===== src/inc/ccs_pkg.sv =====
`default_nettype none
package ccs_pkg;

    // ---------------------------------------------------------------
    // Sizes
    // ---------------------------------------------------------------
    localparam int NUM_CH = 3;
    localparam int NUM_PARAM = 11;
    localparam int PARAM_W = 4;
    localparam int CRIT_W = 4;
    localparam int REF_W = 16;
    localparam int TMO_W = 16;
    localparam int CH_W = 2;
    localparam int IRQ_W = 3;

    // ---------------------------------------------------------------
    // Monitored parameter identifiers
    // ---------------------------------------------------------------
    localparam logic [3:0] PRM_CMD_WORD = 4'h0;
    localparam logic [3:0] PRM_FREQUENCY_REFERENCE_WORD = 4'h1;
    localparam logic [3:0] PRM_SPEED_REFERENCE_WORD = 4'h2;
    localparam logic [3:0] PRM_SUM_REFERENCE_TWO = 4'h3;
    localparam logic [3:0] PRM_SUM_REFERENCE_THREE = 4'h4;
    localparam logic [3:0] PRM_SUBTRACT_REFERENCE_TWO = 4'h5;
    localparam logic [3:0] PRM_SUBTRACT_REFERENCE_THREE = 4'h6;
    localparam logic [3:0] PRM_PROCESS_REGULATOR_SETPOINT = 4'h7;
    localparam logic [3:0] PRM_VIRTUAL_ANALOG_FEEDBACK = 4'h8;
    localparam logic [3:0] PRM_MULTIPLIER_REFERENCE_TWO = 4'h9;
    localparam logic [3:0] PRM_MULTIPLIER_REFERENCE_THREE = 4'hA;

    // Alarm criteria bit positions
    localparam int CRIT_HEARTBEAT = 0;
    localparam int CRIT_BUS_OFF = 1;
    localparam int CRIT_OVERRUN = 2;
    localparam int CRIT_NMT = 3;

    // ---------------------------------------------------------------
    // Register map
    // ---------------------------------------------------------------
    localparam logic [7:0] ADDR_CTRL = 8'h00;
    localparam logic [7:0] ADDR_CRIT_EN = 8'h04;
    localparam logic [7:0] ADDR_TIMEOUT = 8'h08;
    localparam logic [7:0] ADDR_INVOLVED0 = 8'h10;
    localparam logic [7:0] ADDR_CHAN_STATUS = 8'h20;
    localparam logic [7:0] ADDR_IRQ_STATUS = 8'h24;
    localparam logic [7:0] ADDR_IRQ_MASK = 8'h28;
    localparam logic [7:0] ADDR_STATUS_WORD = 8'h2C;

    localparam int CTRL_REACT_LSB = 0;
    localparam int CTRL_LOCAL_BIT = 2;
    localparam int CTRL_ACT_LSB = 3;
    localparam int CTRL_CLR_BIT = 5;

    localparam int STAT_ARMED_LSB = 0;
    localparam int STAT_EN_LSB = 8;
    localparam int STAT_PERMIT = 16;
    localparam int STAT_REMOTE = 17;
    localparam int STAT_FAULT = 18;
    localparam int STAT_FALLBACK = 19;
    localparam int STAT_EXIT_LSB = 20;

    localparam int IRQ_COMM = 0;
    localparam int IRQ_START_REFUSED = 1;
    localparam int IRQ_LOCAL_DONE = 2;

    localparam logic [5:0] CTRL_RST = 6'h00;
    localparam logic [11:0] CRIT_EN_RST = 12'hFFF;
    localparam logic [15:0] TIMEOUT_RST = 16'h0064;
    localparam logic [10:0] INVOLVED_RST = 11'h003;
    localparam logic [2:0] IRQ_MASK_RST = 3'h0;

    // Reaction to a communication interruption
    localparam logic [1:0] REACT_FAULT = 2'h0;
    localparam logic [1:0] REACT_MAINTAIN = 2'h1;
    localparam logic [1:0] REACT_FALLBACK = 2'h2;

    // Profile state codes
    localparam logic [2:0] SW_NOT_READY = 3'h1;
    localparam logic [2:0] SW_SWITCH_ON_DISABLED = 3'h2;

    // ---------------------------------------------------------------
    // Timing
    // ---------------------------------------------------------------
    localparam int CLK_PERIOD_NS = 20;
    localparam int TICK_NS = 1000000;
    localparam int TICK_CYCLES = TICK_NS / CLK_PERIOD_NS;

    typedef enum logic [3:0] {
        EX_REMOTE = 4'b0001,
        EX_LOCAL = 4'b0010,
        EX_WAIT_TMO = 4'b0100,
        EX_WAIT_CR = 4'b1000
    } ccs_exit_state_type;

endpackage
`default_nettype wire


===== src/inc/ccs_chan_if.sv =====
`timescale 1ns/10ps
`default_nettype none
interface ccs_chan_if;
    logic wr_stb;
    logic [ccs_pkg::PARAM_W-1:0] wr_param;
    logic [ccs_pkg::NUM_PARAM-1:0] involved;
    logic alarm;
    logic hold_off;
    logic armed;
    logic enabled;

    modport track (
        input wr_stb,
        input wr_param,
        input involved,
        input alarm,
        input hold_off,
        output armed,
        output enabled
    );

    modport sup (
        output wr_stb,
        output wr_param,
        output involved,
        output alarm,
        output hold_off,
        input armed,
        input enabled
    );
endinterface
`default_nettype wire


===== src/hw/ccs_chan_track.sv =====
`timescale 1ns/10ps
`default_nettype none
module ccs_chan_track (
    input wire logic ref_clk,
    input wire logic rst,
    ccs_chan_if.track ch
);
    localparam int NP = ccs_pkg::NUM_PARAM;

    logic [NP-1:0] wr_onehot;
    logic [NP-1:0] written_d;
    logic [NP-1:0] written_q;
    logic armed_q;
    logic enabled_q;

    always_comb begin
        wr_onehot = '0;
        if (ch.wr_stb && ch.wr_param < ccs_pkg::PARAM_W'(NP)) begin
            wr_onehot[ch.wr_param] = 1'b1;
        end
    end

    // A write in the alarm cycle still counts: set wins over clear
    always_comb begin
        if (ch.hold_off) begin
            written_d = '0;
        end else begin
            written_d = (ch.alarm ? '0 : written_q) | (wr_onehot & ch.involved);
        end
    end

    always_ff @(posedge ref_clk or posedge rst) begin
        if (rst) begin
            armed_q <= 1'b0;
        end else if (|(wr_onehot & ch.involved)) begin
            armed_q <= 1'b1;
        end
    end

    always_ff @(posedge ref_clk or posedge rst) begin
        if (rst) begin
            written_q <= '0;
            enabled_q <= 1'b0;
        end else begin
            written_q <= written_d;
            enabled_q <= !ch.hold_off && !ch.alarm && (|ch.involved)
                && ((written_d & ch.involved) == ch.involved);
        end
    end

    assign ch.armed = armed_q;
    assign ch.enabled = enabled_q;
endmodule
`default_nettype wire


===== src/hw/ccs_tick_timer.sv =====
`timescale 1ns/10ps
`default_nettype none
module ccs_tick_timer #(
    parameter int TICK_CYCLES = ccs_pkg::TICK_CYCLES,
    parameter int CNT_W = ccs_pkg::TMO_W
) (
    input wire logic ref_clk,
    input wire logic rst,
    input wire logic start,
    input wire logic abort,
    input wire logic [CNT_W-1:0] limit,
    output logic busy,
    output logic done
);
    localparam int DIV_W = $clog2(TICK_CYCLES + 1);

    logic [DIV_W-1:0] div_q;
    logic [CNT_W-1:0] cnt_q;
    logic tick;

    // Divider restarts with each timer start so the first tick is full length
    assign tick = busy && (div_q == DIV_W'(TICK_CYCLES - 1));

    always_ff @(posedge ref_clk or posedge rst) begin
        if (rst) begin
            div_q <= '0;
        end else if (start || abort || tick) begin
            div_q <= '0;
        end else if (busy) begin
            div_q <= div_q + 1'b1;
        end
    end

    always_ff @(posedge ref_clk or posedge rst) begin
        if (rst) begin
            busy <= 1'b0;
            cnt_q <= '0;
            done <= 1'b0;
        end else begin
            done <= 1'b0;
            if (abort) begin
                busy <= 1'b0;
                cnt_q <= '0;
            end else if (start) begin
                busy <= 1'b1;
                cnt_q <= limit;
            end else if (busy && cnt_q == '0) begin
                busy <= 1'b0;
                done <= 1'b1;
            end else if (tick) begin
                cnt_q <= cnt_q - 1'b1;
            end
        end
    end
endmodule
`default_nettype wire


===== src/hw/ccs_supervisor.sv =====
`timescale 1ns/10ps
`default_nettype none
// Summary of operation
// - First monitored write arms channel supervision.
// - Monitored set includes subtract, regulator, multiplier.
// - Armed channel alarm raises communication interruption.
// - Interruption applies configured reaction.
// - Alarms on unarmed channels are ignored.
// - Channel enabled once all involved written.
// - Start refused unless involved channels enabled.
// - Alarm or forced local disables channel.
// - Local exit copies run, direction, reference.
// - Active channel supervision resumes after timeout.
// - Remote ineffective until command and reference.
// - Status word reports profile state.
// - Initialization state never shown in status.
// - Alarm judged by channel's own criteria.
module ccs_supervisor #(
    parameter int NUM_CH = ccs_pkg::NUM_CH,
    parameter int TICK_CYCLES = ccs_pkg::TICK_CYCLES
) (
    input wire logic ref_clk,
    input wire logic rst,
    input wire logic psel,
    input wire logic penable,
    input wire logic pwrite,
    input wire logic [7:0] paddr,
    input wire logic [31:0] pwdata,
    output logic [31:0] prdata,
    output logic pready,
    output logic pslverr,
    input wire logic [NUM_CH-1:0] ch_wr_stb,
    input wire logic [NUM_CH-1:0][ccs_pkg::PARAM_W-1:0] ch_wr_param,
    input wire logic [NUM_CH-1:0][ccs_pkg::CRIT_W-1:0] ch_crit,
    input wire logic local_run,
    input wire logic local_dir,
    input wire logic [ccs_pkg::REF_W-1:0] local_ref,
    input wire logic [2:0] drive_state,
    input wire logic start_req,
    output logic start_permit,
    output logic comm_fault,
    output logic fallback_active,
    output logic remote_effective,
    output logic active_run,
    output logic active_dir,
    output logic [ccs_pkg::REF_W-1:0] active_ref,
    output logic [15:0] drive_status_word,
    output logic irq
);
    localparam int NP = ccs_pkg::NUM_PARAM;
    localparam int CW = ccs_pkg::CRIT_W;

    // ---------------------------------------------------------------
    // Registers and state
    // ---------------------------------------------------------------
    logic [5:0] ctrl_q;
    logic [11:0] crit_en_q;
    logic [ccs_pkg::TMO_W-1:0] timeout_q;
    logic [NUM_CH-1:0][NP-1:0] involved_q;
    logic [ccs_pkg::IRQ_W-1:0] irq_status_q;
    logic [ccs_pkg::IRQ_W-1:0] irq_mask_q;
    logic [ccs_pkg::IRQ_W-1:0] irq_set;
    logic [2:0] status_code_q;
    logic fault_q;
    logic fallback_q;
    logic got_cmd_q;
    logic got_ref_q;
    logic run_q;
    logic dir_q;
    logic [ccs_pkg::REF_W-1:0] ref_q;
    logic [31:0] rdata_q;
    logic slverr_q;
    ccs_pkg::ccs_exit_state_type exit_q;

    logic wr_en;
    logic rd_setup;
    logic [31:0] rdata_d;
    logic addr_ok;
    logic forced_local;
    logic [1:0] reaction;
    logic [ccs_pkg::CH_W-1:0] active_ch;
    logic clr_react;
    logic [NUM_CH-1:0] armed;
    logic [NUM_CH-1:0] enabled;
    logic [NUM_CH-1:0] alarm_raw;
    logic [NUM_CH-1:0] supervised;
    logic [NUM_CH-1:0] involved_ch;
    logic interruption;
    logic act_wr;
    logic act_cmd;
    logic act_ref;
    logic exit_local;
    logic tmr_done;
    logic tmr_busy;
    logic hold_active;

    assign forced_local = ctrl_q[ccs_pkg::CTRL_LOCAL_BIT];
    assign reaction = ctrl_q[ccs_pkg::CTRL_REACT_LSB +: 2];
    assign active_ch = ctrl_q[ccs_pkg::CTRL_ACT_LSB +: ccs_pkg::CH_W];
    assign wr_en = psel && penable && pwrite;
    assign rd_setup = psel && !penable;
    assign clr_react = wr_en && paddr == ccs_pkg::ADDR_CTRL && pwdata[ccs_pkg::CTRL_CLR_BIT];

    // ---------------------------------------------------------------
    // Channel trackers
    // ---------------------------------------------------------------
    ccs_chan_if ch_if [NUM_CH] ();

    genvar g;
    generate
        for (g = 0; g < NUM_CH; g++) begin : gen_ch
            // Each channel raises its alarm only on criteria enabled for it
            assign alarm_raw[g] = |(ch_crit[g] & crit_en_q[g*CW +: CW]);
            assign ch_if[g].wr_stb = ch_wr_stb[g];
            assign ch_if[g].wr_param = ch_wr_param[g];
            assign ch_if[g].involved = involved_q[g];
            assign ch_if[g].alarm = alarm_raw[g] && armed[g];
            assign ch_if[g].hold_off = forced_local;
            assign armed[g] = ch_if[g].armed;
            assign enabled[g] = ch_if[g].enabled;
            assign involved_ch[g] = |involved_q[g];
            // Active channel stays unwatched through local mode and its timeout
            assign supervised[g] = armed[g]
                && !(hold_active && active_ch == ccs_pkg::CH_W'(g));

            ccs_chan_track u_track (
                .ref_clk(ref_clk),
                .rst(rst),
                .ch(ch_if[g])
            );
        end
    endgenerate

    assign hold_active = (exit_q == ccs_pkg::EX_LOCAL) || (exit_q == ccs_pkg::EX_WAIT_TMO);
    assign interruption = |(alarm_raw & supervised);

    // ---------------------------------------------------------------
    // Reaction to interruption
    // ---------------------------------------------------------------
    always_ff @(posedge ref_clk or posedge rst) begin
        if (rst) begin
            fault_q <= 1'b0;
            fallback_q <= 1'b0;
        end else begin
            // A new interruption beats a simultaneous clear
            if (interruption && reaction == ccs_pkg::REACT_FAULT) begin
                fault_q <= 1'b1;
            end else if (clr_react) begin
                fault_q <= 1'b0;
            end
            if (interruption && reaction == ccs_pkg::REACT_FALLBACK) begin
                fallback_q <= 1'b1;
            end else if (clr_react) begin
                fallback_q <= 1'b0;
            end
        end
    end

    // ---------------------------------------------------------------
    // Forced-local exit sequence
    // ---------------------------------------------------------------
    assign exit_local = (exit_q == ccs_pkg::EX_LOCAL) && !forced_local;
    assign act_wr = ch_wr_stb[active_ch];
    assign act_cmd = act_wr && ch_wr_param[active_ch] == ccs_pkg::PRM_CMD_WORD;
    assign act_ref = act_wr
        && (ch_wr_param[active_ch] == ccs_pkg::PRM_FREQUENCY_REFERENCE_WORD
        || ch_wr_param[active_ch] == ccs_pkg::PRM_SPEED_REFERENCE_WORD);

    ccs_tick_timer #(
        .TICK_CYCLES(TICK_CYCLES),
        .CNT_W(ccs_pkg::TMO_W)
    ) u_timer (
        .ref_clk(ref_clk),
        .rst(rst),
        .start(exit_local),
        .abort(forced_local),
        .limit(timeout_q),
        .busy(tmr_busy),
        .done(tmr_done)
    );

    always_ff @(posedge ref_clk or posedge rst) begin
        if (rst) begin
            exit_q <= ccs_pkg::EX_REMOTE;
        end else begin
            unique case (exit_q)
                ccs_pkg::EX_REMOTE: begin
                    if (forced_local) begin
                        exit_q <= ccs_pkg::EX_LOCAL;
                    end
                end
                ccs_pkg::EX_LOCAL: begin
                    if (!forced_local) begin
                        exit_q <= ccs_pkg::EX_WAIT_TMO;
                    end
                end
                ccs_pkg::EX_WAIT_TMO: begin
                    if (forced_local) begin
                        exit_q <= ccs_pkg::EX_LOCAL;
                    end else if (tmr_done) begin
                        exit_q <= ccs_pkg::EX_WAIT_CR;
                    end
                end
                ccs_pkg::EX_WAIT_CR: begin
                    if (forced_local) begin
                        exit_q <= ccs_pkg::EX_LOCAL;
                    end else if (got_cmd_q && got_ref_q) begin
                        exit_q <= ccs_pkg::EX_REMOTE;
                    end
                end
                default: begin
                    exit_q <= ccs_pkg::EX_REMOTE;
                end
            endcase
        end
    end

    // Command and reference seen on the active channel since local exit
    always_ff @(posedge ref_clk or posedge rst) begin
        if (rst) begin
            got_cmd_q <= 1'b0;
            got_ref_q <= 1'b0;
        end else if (exit_q == ccs_pkg::EX_LOCAL) begin
            got_cmd_q <= 1'b0;
            got_ref_q <= 1'b0;
        end else begin
            got_cmd_q <= got_cmd_q || act_cmd;
            got_ref_q <= got_ref_q || act_ref;
        end
    end

    // Local values are tracked so they are held when control leaves local
    always_ff @(posedge ref_clk or posedge rst) begin
        if (rst) begin
            run_q <= 1'b0;
            dir_q <= 1'b0;
            ref_q <= '0;
        end else if (exit_q == ccs_pkg::EX_LOCAL) begin
            run_q <= local_run;
            dir_q <= local_dir;
            ref_q <= local_ref;
        end
    end

    // ---------------------------------------------------------------
    // Start permission and status word
    // ---------------------------------------------------------------
    assign remote_effective = exit_q == ccs_pkg::EX_REMOTE;
    assign start_permit = remote_effective && !fault_q && (|involved_ch)
        && ((enabled & involved_ch) == involved_ch);

    always_ff @(posedge ref_clk or posedge rst) begin
        if (rst) begin
            status_code_q <= ccs_pkg::SW_SWITCH_ON_DISABLED;
        end else if (drive_state != ccs_pkg::SW_NOT_READY) begin
            status_code_q <= drive_state;
        end
    end

    // ---------------------------------------------------------------
    // Interrupts
    // ---------------------------------------------------------------
    always_comb begin
        irq_set = '0;
        irq_set[ccs_pkg::IRQ_COMM] = interruption;
        irq_set[ccs_pkg::IRQ_START_REFUSED] = start_req && !start_permit;
        irq_set[ccs_pkg::IRQ_LOCAL_DONE] = (exit_q == ccs_pkg::EX_WAIT_CR)
            && !forced_local && got_cmd_q && got_ref_q;
    end

    always_ff @(posedge ref_clk or posedge rst) begin
        if (rst) begin
            irq_status_q <= '0;
        end else if (wr_en && paddr == ccs_pkg::ADDR_IRQ_STATUS) begin
            irq_status_q <= (irq_status_q & ~pwdata[ccs_pkg::IRQ_W-1:0]) | irq_set;
        end else begin
            irq_status_q <= irq_status_q | irq_set;
        end
    end

    // ---------------------------------------------------------------
    // APB register file
    // ---------------------------------------------------------------
    always_ff @(posedge ref_clk or posedge rst) begin
        if (rst) begin
            ctrl_q <= ccs_pkg::CTRL_RST;
            crit_en_q <= ccs_pkg::CRIT_EN_RST;
            timeout_q <= ccs_pkg::TIMEOUT_RST;
            irq_mask_q <= ccs_pkg::IRQ_MASK_RST;
        end else if (wr_en) begin
            // The clear bit is a strobe and never stored
            if (paddr == ccs_pkg::ADDR_CTRL) begin
                ctrl_q <= {1'b0, pwdata[4:0]};
            end
            if (paddr == ccs_pkg::ADDR_CRIT_EN) begin
                crit_en_q <= pwdata[11:0];
            end
            if (paddr == ccs_pkg::ADDR_TIMEOUT) begin
                timeout_q <= pwdata[ccs_pkg::TMO_W-1:0];
            end
            if (paddr == ccs_pkg::ADDR_IRQ_MASK) begin
                irq_mask_q <= pwdata[ccs_pkg::IRQ_W-1:0];
            end
        end
    end

    always_ff @(posedge ref_clk or posedge rst) begin
        if (rst) begin
            involved_q <= {NUM_CH{ccs_pkg::INVOLVED_RST}};
        end else begin
            for (int c = 0; c < NUM_CH; c++) begin
                if (wr_en && paddr == ccs_pkg::ADDR_INVOLVED0 + 8'(4 * c)) begin
                    involved_q[c] <= pwdata[NP-1:0];
                end
            end
        end
    end

    always_comb begin
        rdata_d = 32'h0;
        addr_ok = 1'b1;
        unique case (paddr)
            ccs_pkg::ADDR_CTRL: rdata_d[5:0] = ctrl_q;
            ccs_pkg::ADDR_CRIT_EN: rdata_d[11:0] = crit_en_q;
            ccs_pkg::ADDR_TIMEOUT: rdata_d[ccs_pkg::TMO_W-1:0] = timeout_q;
            ccs_pkg::ADDR_IRQ_STATUS: rdata_d[ccs_pkg::IRQ_W-1:0] = irq_status_q;
            ccs_pkg::ADDR_IRQ_MASK: rdata_d[ccs_pkg::IRQ_W-1:0] = irq_mask_q;
            ccs_pkg::ADDR_STATUS_WORD: rdata_d[2:0] = status_code_q;
            ccs_pkg::ADDR_CHAN_STATUS: begin
                rdata_d[ccs_pkg::STAT_ARMED_LSB +: NUM_CH] = armed;
                rdata_d[ccs_pkg::STAT_EN_LSB +: NUM_CH] = enabled;
                rdata_d[ccs_pkg::STAT_PERMIT] = start_permit;
                rdata_d[ccs_pkg::STAT_REMOTE] = remote_effective;
                rdata_d[ccs_pkg::STAT_FAULT] = fault_q;
                rdata_d[ccs_pkg::STAT_FALLBACK] = fallback_q;
                rdata_d[ccs_pkg::STAT_EXIT_LSB +: 4] = exit_q;
            end
            default: begin
                addr_ok = 1'b0;
                for (int c = 0; c < NUM_CH; c++) begin
                    if (paddr == ccs_pkg::ADDR_INVOLVED0 + 8'(4 * c)) begin
                        rdata_d[NP-1:0] = involved_q[c];
                        addr_ok = 1'b1;
                    end
                end
            end
        endcase
    end

    // Read data is captured in the setup cycle so the slave needs no wait
    always_ff @(posedge ref_clk or posedge rst) begin
        if (rst) begin
            rdata_q <= 32'h0;
            slverr_q <= 1'b0;
        end else if (rd_setup) begin
            rdata_q <= pwrite ? 32'h0 : rdata_d;
            slverr_q <= !addr_ok;
        end
    end

    assign prdata = rdata_q;
    assign pslverr = slverr_q && psel && penable;
    assign pready = 1'b1;

    // ---------------------------------------------------------------
    // Outputs
    // ---------------------------------------------------------------
    assign comm_fault = fault_q;
    assign fallback_active = fallback_q;
    assign active_run = run_q;
    assign active_dir = dir_q;
    assign active_ref = ref_q;
    assign drive_status_word = {13'h0, status_code_q};
    assign irq = |(irq_status_q & irq_mask_q);
endmodule
`default_nettype wire


===== config.mk =====
export PLATFORM = sky130hd
export DESIGN_NAME = ccs_supervisor
export DESIGN_NICKNAME = d
export VERILOG_FILES = /design/src/inc/ccs_pkg.sv /design/src/inc/ccs_chan_if.sv /design/src/hw/ccs_chan_track.sv /design/src/hw/ccs_tick_timer.sv /design/src/hw/ccs_supervisor.sv
export SDC_FILE = /design/constraint.sdc
export NUM_CORES = 1
export LEC_CHECK = 0
export BUFFER_PORTS_ARGS = -buffer_cell sky130_fd_sc_hd__clkbuf_2
export CORE_MARGIN = 1
export CORE_UTILIZATION = 39
export CTS_CLUSTER_SIZE = 14
export DETAILED_ROUTE_END_ITERATION = 10
export PLACE_DENSITY = 0.7
export SLEW_MARGIN = 30
export SYNTH_ARGS = -nofsm -noshare
export SYNTH_HDL_FRONTEND = slang
export SYNTH_SLANG_ARGS = --single-unit
export TNS_END_PERCENT = 30

===== constraint.sdc =====
create_clock -name ref_clk -period 6.9 [get_ports ref_clk]
set_clock_uncertainty 0.1 [all_clocks]
set_input_delay 0.345 -clock ref_clk [delete_from_list [all_inputs] [get_ports ref_clk]]
set_output_delay 0.345 -clock ref_clk [all_outputs]
set_load 0.02 [all_outputs]

==> metrics list, run 1 <==
- Worst slack on hold paths: -0.0287 ns
- The share of total power dissipated in sequential elements is 45.4%.
- Number of hold violations in the final report: 30
* DRC violations left: 0
* Peak supply drop: 0.000158 V
- Commonest cells in the netlist: sky130_fd_sc_hd__dfrtp_1, sky130_fd_sc_hd__nand2_1, sky130_fd_sc_hd__nor2_1, sky130_fd_sc_hd__mux2_2, sky130_fd_sc_hd__a21oi_1
- Top_reg_cell synth: sky130_fd_sc_hd__dfrtp_1
- Clock group share of total power: 36.3%
- In this run the clock root is driven by a sky130_fd_sc_hd__clkbuf_16.
- The repair_antennas step left the layout with diodes totalling 0.
- Of all cell types, the one taking the most synthesized area is sky130_fd_sc_hd__dfrtp_1.
- Timing would allow up to 294 MHz.
- Startpoint type of the worst setup path: register
* Number of failing setup endpoints in the final timing report: 0
* CP endpoint: u_timer.cnt_q[14]
- HPWL after detailed placement: 19,900 um
- Detail-routed via count per cell: 5.69
- GRT Overall Usage: 21.8%
- Post-synthesis area per instance: 10.1 sq um
* Outcome: complete, but fails checks
- Final Max Tran Viols: 0
* Failing checks: hold timing
- Routed wire length per instance: 19.2 um
- Fraction of post-synthesis cell area in the top cell type by area: 43.0%
- Top cells by area in the synthesized netlist: sky130_fd_sc_hd__dfrtp_1, sky130_fd_sc_hd__mux2_2, sky130_fd_sc_hd__dfstp_2, sky130_fd_sc_hd__nand2_1, sky130_fd_sc_hd__a21oi_1
- Clock-pin slew was measured on the worst setup and hold paths at 0.08 ns.
- The floorplan step set the die width to 164 um.
- R2r endpoint: u_timer.cnt_q[14]
- The setup check on the worst reg-to-reg path leaves a slack of 3.50 ns.
* Worst-Margin Slew: 0.960 ns
- The worst setup path is captured at a register.
- Maximum number of pins on one net before global-route repair: 116
- Clock tree synthesis found a total of 199 sinks.
* Layout-stage area growth over the synthesis result: 16.2%
- The worst register-to-register path begins at exit_q[0].
- Num CTS Buffers: 17
- The routed layout has 8,374 vias.
- Clk Latency, worst-skew pair: 0.44 ns
* Row count: 58
- CTS tree: done
* Fraction of final layout cells sized beyond drive strength 1: 25.7%
* Unrepaired setup endpoints after global routing: no
- The initial utilization of the core area, before any placement, comes to 40.2%.
- Max cap viols: 0
* Synthesis-stage register bit count: 199
- Die Ht: 164 um
* Count of boundary I/O pins: 167
- Post-Syn Area: 10,200 sq um
* Placement Setup Slack: 3.50 ns
- After floorplanning, the core was sized to cover 25,500 sq um.
- Depth of the worst register-to-register path: 7
- Yosys printed 0 warnings.
- The critical path is of the register to register type.
- After global routing the overflow that remains totals 0.
* Final antenna-violating net count: 0
- The routed design has 28,300 um of wire.
- Per report_power, the combinational group accounts for 18.3% of the total.
* Pleak: 0.00547 uW
- Setup slack on the critical path of the routed design comes to 3.50 ns.
- DIE AREA: 26,900 sq um
- Dividing total power by cell area gives a power density of 246 nW/um^2.
- Number of cells produced by synthesis: 1,013
- Cell-internal power: 2030 uW
* Tightest slew margin relative to the limit: 35.1%
- The analysis attributes to net switching a power of 906 uW.
* Initial DRT Pass Iterations: 4
* Arrival time at the worst endpoint: 3.59 ns
- Synthesis instantiated 74 different standard cells from the library.
- Startpoint of the most critical setup path: exit_q[0]
* Wire length of the first global-routing pass: 44,700 um
* Vias in the first global route: 8,131
- Final cycle utilization of the critical path: 49.3%
- Sequential elements use 48.9% of the synthesized area.
- The clock passes through at most 2 buffers.
* Top-count cell post-synth: sky130_fd_sc_hd__dfrtp_1
- Yosys mapped a number of flops with a built-in enable equal to 0.
- Total negative slack: 0 ns
- For the worst setup path, the data required time is 7.08 ns.
* Port Buffers: 128
- For this run, the post-layout net count is 1,224.
* H-tree levels: 4
* Final GP Congestion: 0.926
- Counting flops with an async set or reset pin after synthesis yields a share of 100%.
- Initial DRC Count: 649
- The tightest min-delay check is of the primary input to asynchronous set/reset pin type.
* Critical path fanouts, max: 49
- The number of antenna violations at the first check in global routing is 0.
- Net switching is 30.9% of the power.
* Shortest period the worst path allows: 3.40 ns
[worst min-delay path by stage]
stage | cells after the start | end | startpoint
2_1_floorplan | 1 | status_code_q[1] | drive_state[2]
3_3_place_gp | 2 | active_ref[6] | active_ref[6]
3_5_place_dp | 2 | active_ref[6] | active_ref[6]
4_1_cts | 2 | prdata[21] | rst
5_1_grt | 2 | irq_status_q[1] | start_req
6_report | 2 | prdata[12] | rst
[repair_timing]
action	4_1_cts	5_1_grt
endpoints found under the setup margin	0	0
gates resized for setup	0	0
hold buffers	19	0
buffers inserted	0	0
hold endpoints to repair	19	0
[layout by cell type (no fill, tap or decap), drive strengths merged, types with 18 or more instances in the layout]
cell           n
dfrtp        176
a22oi         21
nand2        113
mux2          70
and3          19
dlygate4sd3   19
o21ai         43
conb          22
nand3         18
nor2          75
a22o          29
inv           29
nand2b        20
clkbuf       146
a21oi         63
dfstp         23
[logic make-up after synthesis]
family,share of synthesized area (%)
AND/OR/NAND/NOR,18.3
AO/OA/AOI/OAI,17.3
flip-flops,48.9
buffers and inverters,4.88
multiplexers,8.72
XOR/XNOR,1.54
adder cells (fa/ha/maj),0.244
other,0.0733
[critical path, stage by stage (launching register included)]
cell,delay (ns)
sky130_fd_sc_hd__dfstp_2,0.67
sky130_fd_sc_hd__nor4b_4,0.07
sky130_fd_sc_hd__buf_4,0.29
sky130_fd_sc_hd__nor2_1,0.54
sky130_fd_sc_hd__nand4_1,0.41
sky130_fd_sc_hd__inv_2,0.33
sky130_fd_sc_hd__or3_1,0.63
sky130_fd_sc_hd__o21ai_0,0.19
[sequential cells by signal (all words and copies together) (netlist names), 3 cells and up]
register,count
active_ref,16
ch_if.involved,33
crit_en_q,12
ctrl_q,5
exit_q,4
gen_ch.u_track.ch.armed,3
gen_ch.u_track.ch.enabled,3
gen_ch.u_track.written_q,33
irq_mask_q,3
irq_status_q,3
prdata,24
status_code_q,3
timeout_q,16
u_timer.cnt_q,16
u_timer.div_q,16
[stage by stage]
step / power (uW) / utilization [%] / cells / instance area [sq um]
6_report: 2930 / 46.7 / 1471 / 11900
5_1_grt: 3060 / 46.7 / 1471 / 11900
4_1_cts: 2940 / 46.7 / 1471 / 11900
3_5_place_dp: 1870 / 43.5 / 1420 / 11100
3_3_place_gp: 1860 / 43.5 / 1420 / 11100
2_1_floorplan: 1720 / - / 1033 / 10300
[power groups by stage]
stage,Combinational [uW],Clock (uW),Sequential [uW]
after floorplan,384,0,1330
after global placement,512,0,1350
after detailed placement,525,0,1350
after CTS,537,1080,1330
after global routing,598,1120,1340
final,537,1060,1330
[layer usage]
metal  up-vias  wire, um  GRT usage, %
li1       3901         -             -
met2       308     12800          33.3
met1      4113     13000          30.4
met4         0       839          8.80
met3        52      1630          3.86
met5         -         0             0
[layout make-up]
type                       instances  area (sq um)
fill                            2376         13600
sequential                       199          5010
multi-input combinational        729          4840
timing repair buffer             159           925
clock buffer                      18           439
tap                              330           413
clock inverter                    14           185
inverter                          22          90.1
(Power assumes the default switching activity.)
==> run 2, diff against run 1 <==
ABC_AREA = 1   (was unset)
PLACE_DENSITY = 0.69   (was 0.7)
clock period = 3.55 ns   (was 6.9 ns; I/O delays follow)
==> metrics list, run 2 <==
- Outcome: completed
- After detailed routing, the number of remaining DRC violations is 0.
- Summing the sequential cell areas from Yosys gives 46.5% of the chip area.
- Measured against its own limit, the worst slew margin works out to 49.7%.
- Number of hold violations in the final report: 0
- Critical register-to-register path startpoint: exit_q[3]
- Counting flops and latches in the post-synthesis netlist gives 199.
- Counting both buffers and inverters, the worst setup path holds a total of 2.
- In this run the power spent charging and discharging nets is 2310 uW.
* Max cap viols: 0
- Data arrives at the worst endpoint at 2.18 ns.
- The slowest stage of the critical path is the sky130_fd_sc_hd__dfrtp_1 cell.
- Startpoint of the most critical setup path: ch_if[0].involved[7]
* Placed Cells incl. Taps: 1,833
- For this block, the initial DRC count from the detailed router was 1,014.
* Sum of routed wire length over all layers: 31,200 um
- Setup violations remaining at the end of the flow were counted as 0.
* Overall power after layout: 6460 uW
* Timing-limited maximum frequency: 407 MHz
- Area of the core: 27,000 sq um
* Final Max Tran Viols: 0
- Excluding fillers, the count of instances in the completed layout stands at 1,896.
* Required arrival time at the worst endpoint: 3.27 ns
* Sequential share of power: 43.4%
- Post-CTS Setup Bufs: 0
* Number of distinct standard cells referenced by the synthesized netlist: 56
- The congestion estimate from routability-driven global placement came to 0.929.
- Count of boundary I/O pins: 167
* Antenna violations before repair: 1
- Die Ht: 168 um
* Final antenna-violating net count: 0
* Fraction of post-synthesis cell area in the top cell type by area: 40.9%
- Dividing total power by cell area gives a power density of 520 nW/um^2.
- The most common cell in the synthesized netlist is sky130_fd_sc_hd__nand2_1.
- STA classifies the critical path endpoint as an output pin.
- Shortest period the worst path allows: 2.46 ns
- Min-Delay Path Depth: 4
- Detail-routed via count per cell: 5.24
* Post-Syn Area: 10,800 sq um
- HP Class: primary input to register
* Worst slack on hold paths: 0.0314 ns
- For this run, asynchronously set or reset flops after synthesis account for 100%.
* Startpoint type of the worst setup path: register
* DIE AREA: 28,300 sq um
- Depth of the worst register-to-register path: 9
- Combinational share of power: 25.3%
- Entering global routing, the biggest net connects 103 pins.
* Fraction of final layout cells sized beyond drive strength 1: 15.9%
- Clock group share of total power: 31.4%
- Total negative slack: 0 ns
- In this run the number of cells on the critical path is 8.
* Critical path fanouts, max: 5
- Net switching is 35.7% of the power.
- Most frequent cells in the layout: sky130_fd_sc_hd__nand2_1, sky130_fd_sc_hd__nand3_1, sky130_fd_sc_hd__dfrtp_1
* EDFF count, synth: 0
- In this design, the stage delay of the slowest critical-path cell is 0.45 ns.
- Counting the fill cells in the layout gives 2,690.
- Yosys printed 0 warnings.
- Antenna Cells: 0
* Clk sinks: 199
* Initial DRT Pass Iterations: 8
* Num CTS Buffers: 17
* Routed wire length per instance: 16.5 um
- Clk Latency, worst-skew pair: 0.46 ns
* Commonest non-fill, non-tap cell in the layout: sky130_fd_sc_hd__nand2_1
- TritonCTS built the clock tree.
- Top cells by area in the synthesized netlist: sky130_fd_sc_hd__dfrtp_1, sky130_fd_sc_hd__nand2_1, sky130_fd_sc_hd__nand3_1, sky130_fd_sc_hd__dfstp_2, sky130_fd_sc_hd__o21ai_0
- Peak supply drop: 0.000361 V
* Horizontal die dimension: 168 um
- Overflow left after global routing: 0
- The worst setup path is of the register to output pin kind.
* Pleak: 0.00615 uW
- Detailed placement finished with a half-perimeter wire length of 22,100 um.
* Critical Path, Cell by Cell: nor3_1 -> nand2_1 -> nor2_1 -> o21ai_0 -> nor2_1 -> nand2_1 -> inv_1 -> clkbuf_2
- The final critical path takes up 69.2% of the cycle.
- Library cell used as clock root buffer: sky130_fd_sc_hd__clkbuf_16
* Total number of vias: 9,932
- In this run the deepest clock path goes through 2 buffers.
- In the final design database the tool counted 1,638 nets.
* Starting density of the core: 39.8%
- The first global-routing pass estimated 50,200 um of wire.
- The via count of the first global-routing pass came to 9,517.
- Cell-internal power: 4160 uW
- Port Buffers: 128
* CTS-repair resized insts: 0
- CTS clock-pin slew for the worst setup and hold paths: 0.08 ns
- H-tree levels: 4
- Setup repair after global routing left no endpoint under its margin.
- Crit path max-delay family: simple AND/OR/NAND/NOR gates
- For this run, the total global-route usage over all layers was measured as 22.8%.
* Commonest cells in the netlist: sky130_fd_sc_hd__nand2_1, sky130_fd_sc_hd__nand3_1, sky130_fd_sc_hd__dfrtp_1, sky130_fd_sc_hd__nor2_1, sky130_fd_sc_hd__o21ai_0
* Row count: 60
- Averaged over all synthesized cells, the footprint is 7.65 sq um.
- At the pin with the least slew margin, the transition time is 0.755 ns.
* Layout-stage area growth over the synthesis result: 15.5%
* Top_reg_cell synth: sky130_fd_sc_hd__dfrtp_1
* Number of cells produced by synthesis: 1,408
* Most area-hungry cell type in the Yosys netlist: sky130_fd_sc_hd__dfrtp_1
- For this run, the share of the core covered by cells in the final layout is 46.0%.
- Start point of the worst min-delay path: pwdata[5]
run 2: worst min-delay path, cell delays in order:
cell and delay, ns:
sky130_fd_sc_hd__clkbuf_2 0.12, sky130_fd_sc_hd__nand3_1 0.13, sky130_fd_sc_hd__nand2_1 0.06, sky130_fd_sc_hd__nand2_1 0.06
run 2: per-stage QoR:
stage          cell area, sq um  worst slack, ns
2_1_floorplan             10800            0.717
3_3_place_gp              11500             1.30
3_5_place_dp              11500             1.20
4_1_cts                   12400             1.04
5_1_grt                   12400             1.01
6_report                  12400             1.09
run 2: logic make-up (layout without fill, tap and decap cells):
kind of cell | count (synthesis) | count (layout) | share of synthesized area [%]
AO/OA/AOI/OAI | 188 | 188 | 9.88
XOR/XNOR | 11 | 11 | 0.895
adder cells (fa/ha/maj) | 2 | 2 | 0.232
buffers and inverters | 178 | 305 | 8.02
flip-flops | 199 | 199 | 46.5
multiplexers | 3 | 3 | 0.418
other | 2 | 22 | 0.0698
AND/OR/NAND/NOR | 825 | 825 | 34.0
run 2: power by group through the flow:
stage | clock (uW) | combinational [uW] | sequential, uW
global route | 2150 | 1830 | 2840
detailed placement | 0 | 1600 | 2830
floorplan | 0 | 1060 | 2900
CTS | 2070 | 1630 | 2800
finish | 2030 | 1630 | 2800
global placement | 0 | 1550 | 2830
run 2: path summary, 6_finish.rpt:
path / to / slack, ns
worst max-delay path: start_permit / 1.09
worst min-delay path: comm_fault / 0.03
worst min register to register: active_run / 0.38
max in group asynchronous: ch_if[0].involved[8] / 2.08
min in group asynchronous: timeout_q[11] / 0.28
worst max register to register: u_timer.cnt_q[9] / 1.33
run 2: what timing repair did:
action                                  4_1_cts  5_1_grt
hold buffers                                 31        0
endpoints found under the setup margin        0        0
endpoints found under the hold margin        58        0
run 2: per-layer routing:
layer  global-route usage (%)  vias to the layer above  wire [um]
met5                        0                        -          0
met4                     9.49                        0       1030
met3                     3.90                       67       1700
met2                     37.2                      346      14900
met1                     30.0                     4688      13600
li1                         -                     4831          -
run 2: area by class of cell:
cell class	instances	area (sq um)	area share (%)
clock inverters	14	159	1.28
clock buffers	18	439	3.53
repair buffers	166	1030	8.27
flip-flops and latches	199	5010	40.3
well taps	341	427	3.43
inverters	107	408	3.28
multi-input cells	1051	4970	39.9
==> run 3, diff against run 2 <==
ABC_AREA = 0   (was 1)
PLACE_DENSITY = 0.72   (was 0.69)
clock period = 2.1 ns   (was 3.55 ns; I/O delays follow)
==> metrics list, run 3 (synthesized netlist as in run 1, its figures left out) <==
* Tightest slew margin relative to the limit: 54.9%
- STA puts the critical path data required time at 2.32 ns.
- Across the VDD grid, the largest voltage drop is 0.000497 V.
- Area of the core: 25,500 sq um
- For this design, the sink count on the clock tree is 199.
- Antenna violations before repair: 0
* Starting density of the core: 40.2%
- Port Buffers: 128
- Using the TritonRoute via totals, the vias-per-cell ratio works out to 5.70.
* Final Max Tran Viols: 0
* Max cap viols: 0
- At the end of routability-driven placement, the weighted congestion stood at 0.958.
- PD cells: 779 nW/um^2
* HPWL after detailed placement: 21,600 um
- Static timing analysis puts the maximum clock frequency at 427 MHz.
* CTS tree: done
- Antenna Cells: 0
- In the final design database the tool counted 1,350 nets.
- Horizontal die dimension: 164 um
- After global routing the overflow that remains totals 0.
* Worst slack on hold paths: 0.0190 ns
* Critical path fanouts, max: 5
- The layout has 2,215 filler cells.
- Wire length of the first global-routing pass: 47,600 um
- Register area: 5010 sq um
- In the final routed layout, each cell accounts on average for 19.2 um.
- Multi-input combinational cell area: 5010 sq um
- In the final layout, the share of cells above drive strength 1 is 33.4%.
- Most frequent cells in the layout: sky130_fd_sc_hd__dfrtp_1, sky130_fd_sc_hd__clkbuf_2, sky130_fd_sc_hd__nand2_1
* Num CTS Buffers: 17
- The tree is rooted in a sky130_fd_sc_hd__clkbuf_16.
- Pin placement for this block handled 167 I/O pins.
- The final reports fail on setup timing.
* Vias in the first global route: 8,790
- The library cell used most frequently in the layout, excluding fill and tap cells, is sky130_fd_sc_hd__dfrtp_1.
- The worst setup path is of the register to register kind.
- For the pin with the worst max-slew slack, the measured transition is 0.676 ns.
* Initial DRC Count: 708
- Clk Latency, worst-skew pair: 0.45 ns
* Maximum number of pins on one net before global-route repair: 117
- H-tree levels: 4
* Arrival time at the worst endpoint: 2.56 ns
- The routed design has 30,600 um of wire.
* Capturing element type of the critical path: register
* Die Ht: 164 um
- For this block, the via count after detailed routing is 9,109.
* HP Class: primary input to register
- Final cycle utilization of the critical path: 111%
- The floorplan has 58 rows.
* Number of hold violations in the final report: 0
- Before antenna repair, the detailed router went through 6 iterations.
- In this run the static leakage power is 0.00614 uW.
* Unrepaired setup endpoints after global routing: yes
- Utilization after layout: 51.7%
* Final antenna-violating net count: 0
- Setup slack after layout: -0.241 ns
- For this run, design rule violations remaining after detail routing come to 0.
- Setup violations remaining at the end of the flow were counted as 19.
* DIE AREA: 26,900 sq um
- Startpoint type of the worst setup path: register
* GRT Overall Usage: 23.1%
- Clock-pin slew was measured on the worst setup and hold paths at 0.08 ns.
- The clock passes through at most 2 buffers.
- Compared with the post-synthesis result, the final layout area differs by 28.7%.
* Outcome: complete, but fails checks
- The routed design could run at a clock period as short as 2.34 ns.
-- run 3: cell count changes in the layout (fill, tap and decap cells not counted), sizes merged, moves of 34 or more --
cell	previous run	this run
a21oi	29	63
buf	7	114
inv	111	28
mux2	3	70
nand2	435	113
nand3	193	18
nor2	154	75
o21ai	133	43
-- run 3: timing repair --
item | CTS | global route
setup buffers | 11 | 6
gates cloned | 1 | 0
pin swaps | 17 | 19
endpoints found under the setup margin | 37 | 34
gates resized for setup | 41 | 22
hold buffers | 44 | 0
endpoints found under the hold margin | 246 | 0
-- run 3: cell type report --
cell class / count / share of cell area, %
sequential: 199 / 38.0
tap: 330 / 3.13
clock inverter: 15 / 1.47
multi-input combinational: 729 / 38.0
clock buffer: 17 / 3.23
timing repair buffer: 285 / 15.5
inverter: 22 / 0.655
-- run 3: worst max-delay path, stage by stage, from the launching register on --
cell	delay (ns)
sky130_fd_sc_hd__dfrtp_1	0.43
sky130_fd_sc_hd__inv_2	0.10
sky130_fd_sc_hd__ha_4	0.13
sky130_fd_sc_hd__or4b_4	0.49
sky130_fd_sc_hd__nor4_4	0.25
sky130_fd_sc_hd__nand4_1	0.17
sky130_fd_sc_hd__inv_2	0.11
sky130_fd_sc_hd__or3_4	0.16
sky130_fd_sc_hd__buf_12	0.11
sky130_fd_sc_hd__buf_16	0.11
sky130_fd_sc_hd__o22ai_2	0.06
-- run 3: path summary, 6_finish.rpt --
check | from | end | slack (ns) | cells past startpoint
min | ch_wr_param[0] | gen_ch[0].u_track.written_q[3] | 0.02 | 3
max | u_timer.cnt_q[0] | u_timer.cnt_q[0] | -0.24 | 10
min in group asynchronous | rst | prdata[1] | 0.26 | 4
max in group asynchronous | rst | timeout_q[14] | 1.07 | 4
min reg2reg | active_ref[2] | active_ref[2] | 0.38 | 2
max reg2reg | u_timer.cnt_q[0] | u_timer.cnt_q[0] | -0.24 | 10
-- run 3: through the flow --
step	instances	area, sq um	setup TNS [ns]	power [uW]	worst slack (ns)
after floorplan	1033	10300	-121.35	5650	-0.661
after global placement	1505	11700	-2.23	6420	-0.256
after detailed placement	1505	11700	-3.36	6460	-0.293
after CTS	1593	13100	-1.15	10100	-0.239
after global routing	1597	13200	-4.36	10700	-0.321
final	1597	13200	-2.87	10300	-0.241
-- run 3: per-layer routing --
| layer | vias to the layer above | routed length (um) | part of all wire [%] | global-route usage (%) |
|---|---|---|---|---|
| met2 | 364 | 14300 | 47 | 36.4 |
| li1 | 4151 | - | - | - |
| met3 | 66 | 1890 | 6.2 | 3.79 |
| met5 | - | 0 | 0 | 0 |
| met4 | 0 | 1020 | 3.3 | 10.2 |
| met1 | 4528 | 13400 | 44 | 31.4 |
-- run 3: where the power goes --
part	internal (uW)	switching, uW
clock network	1630	1730
registers	4100	250
logic	1190	1370
total	6920	3350
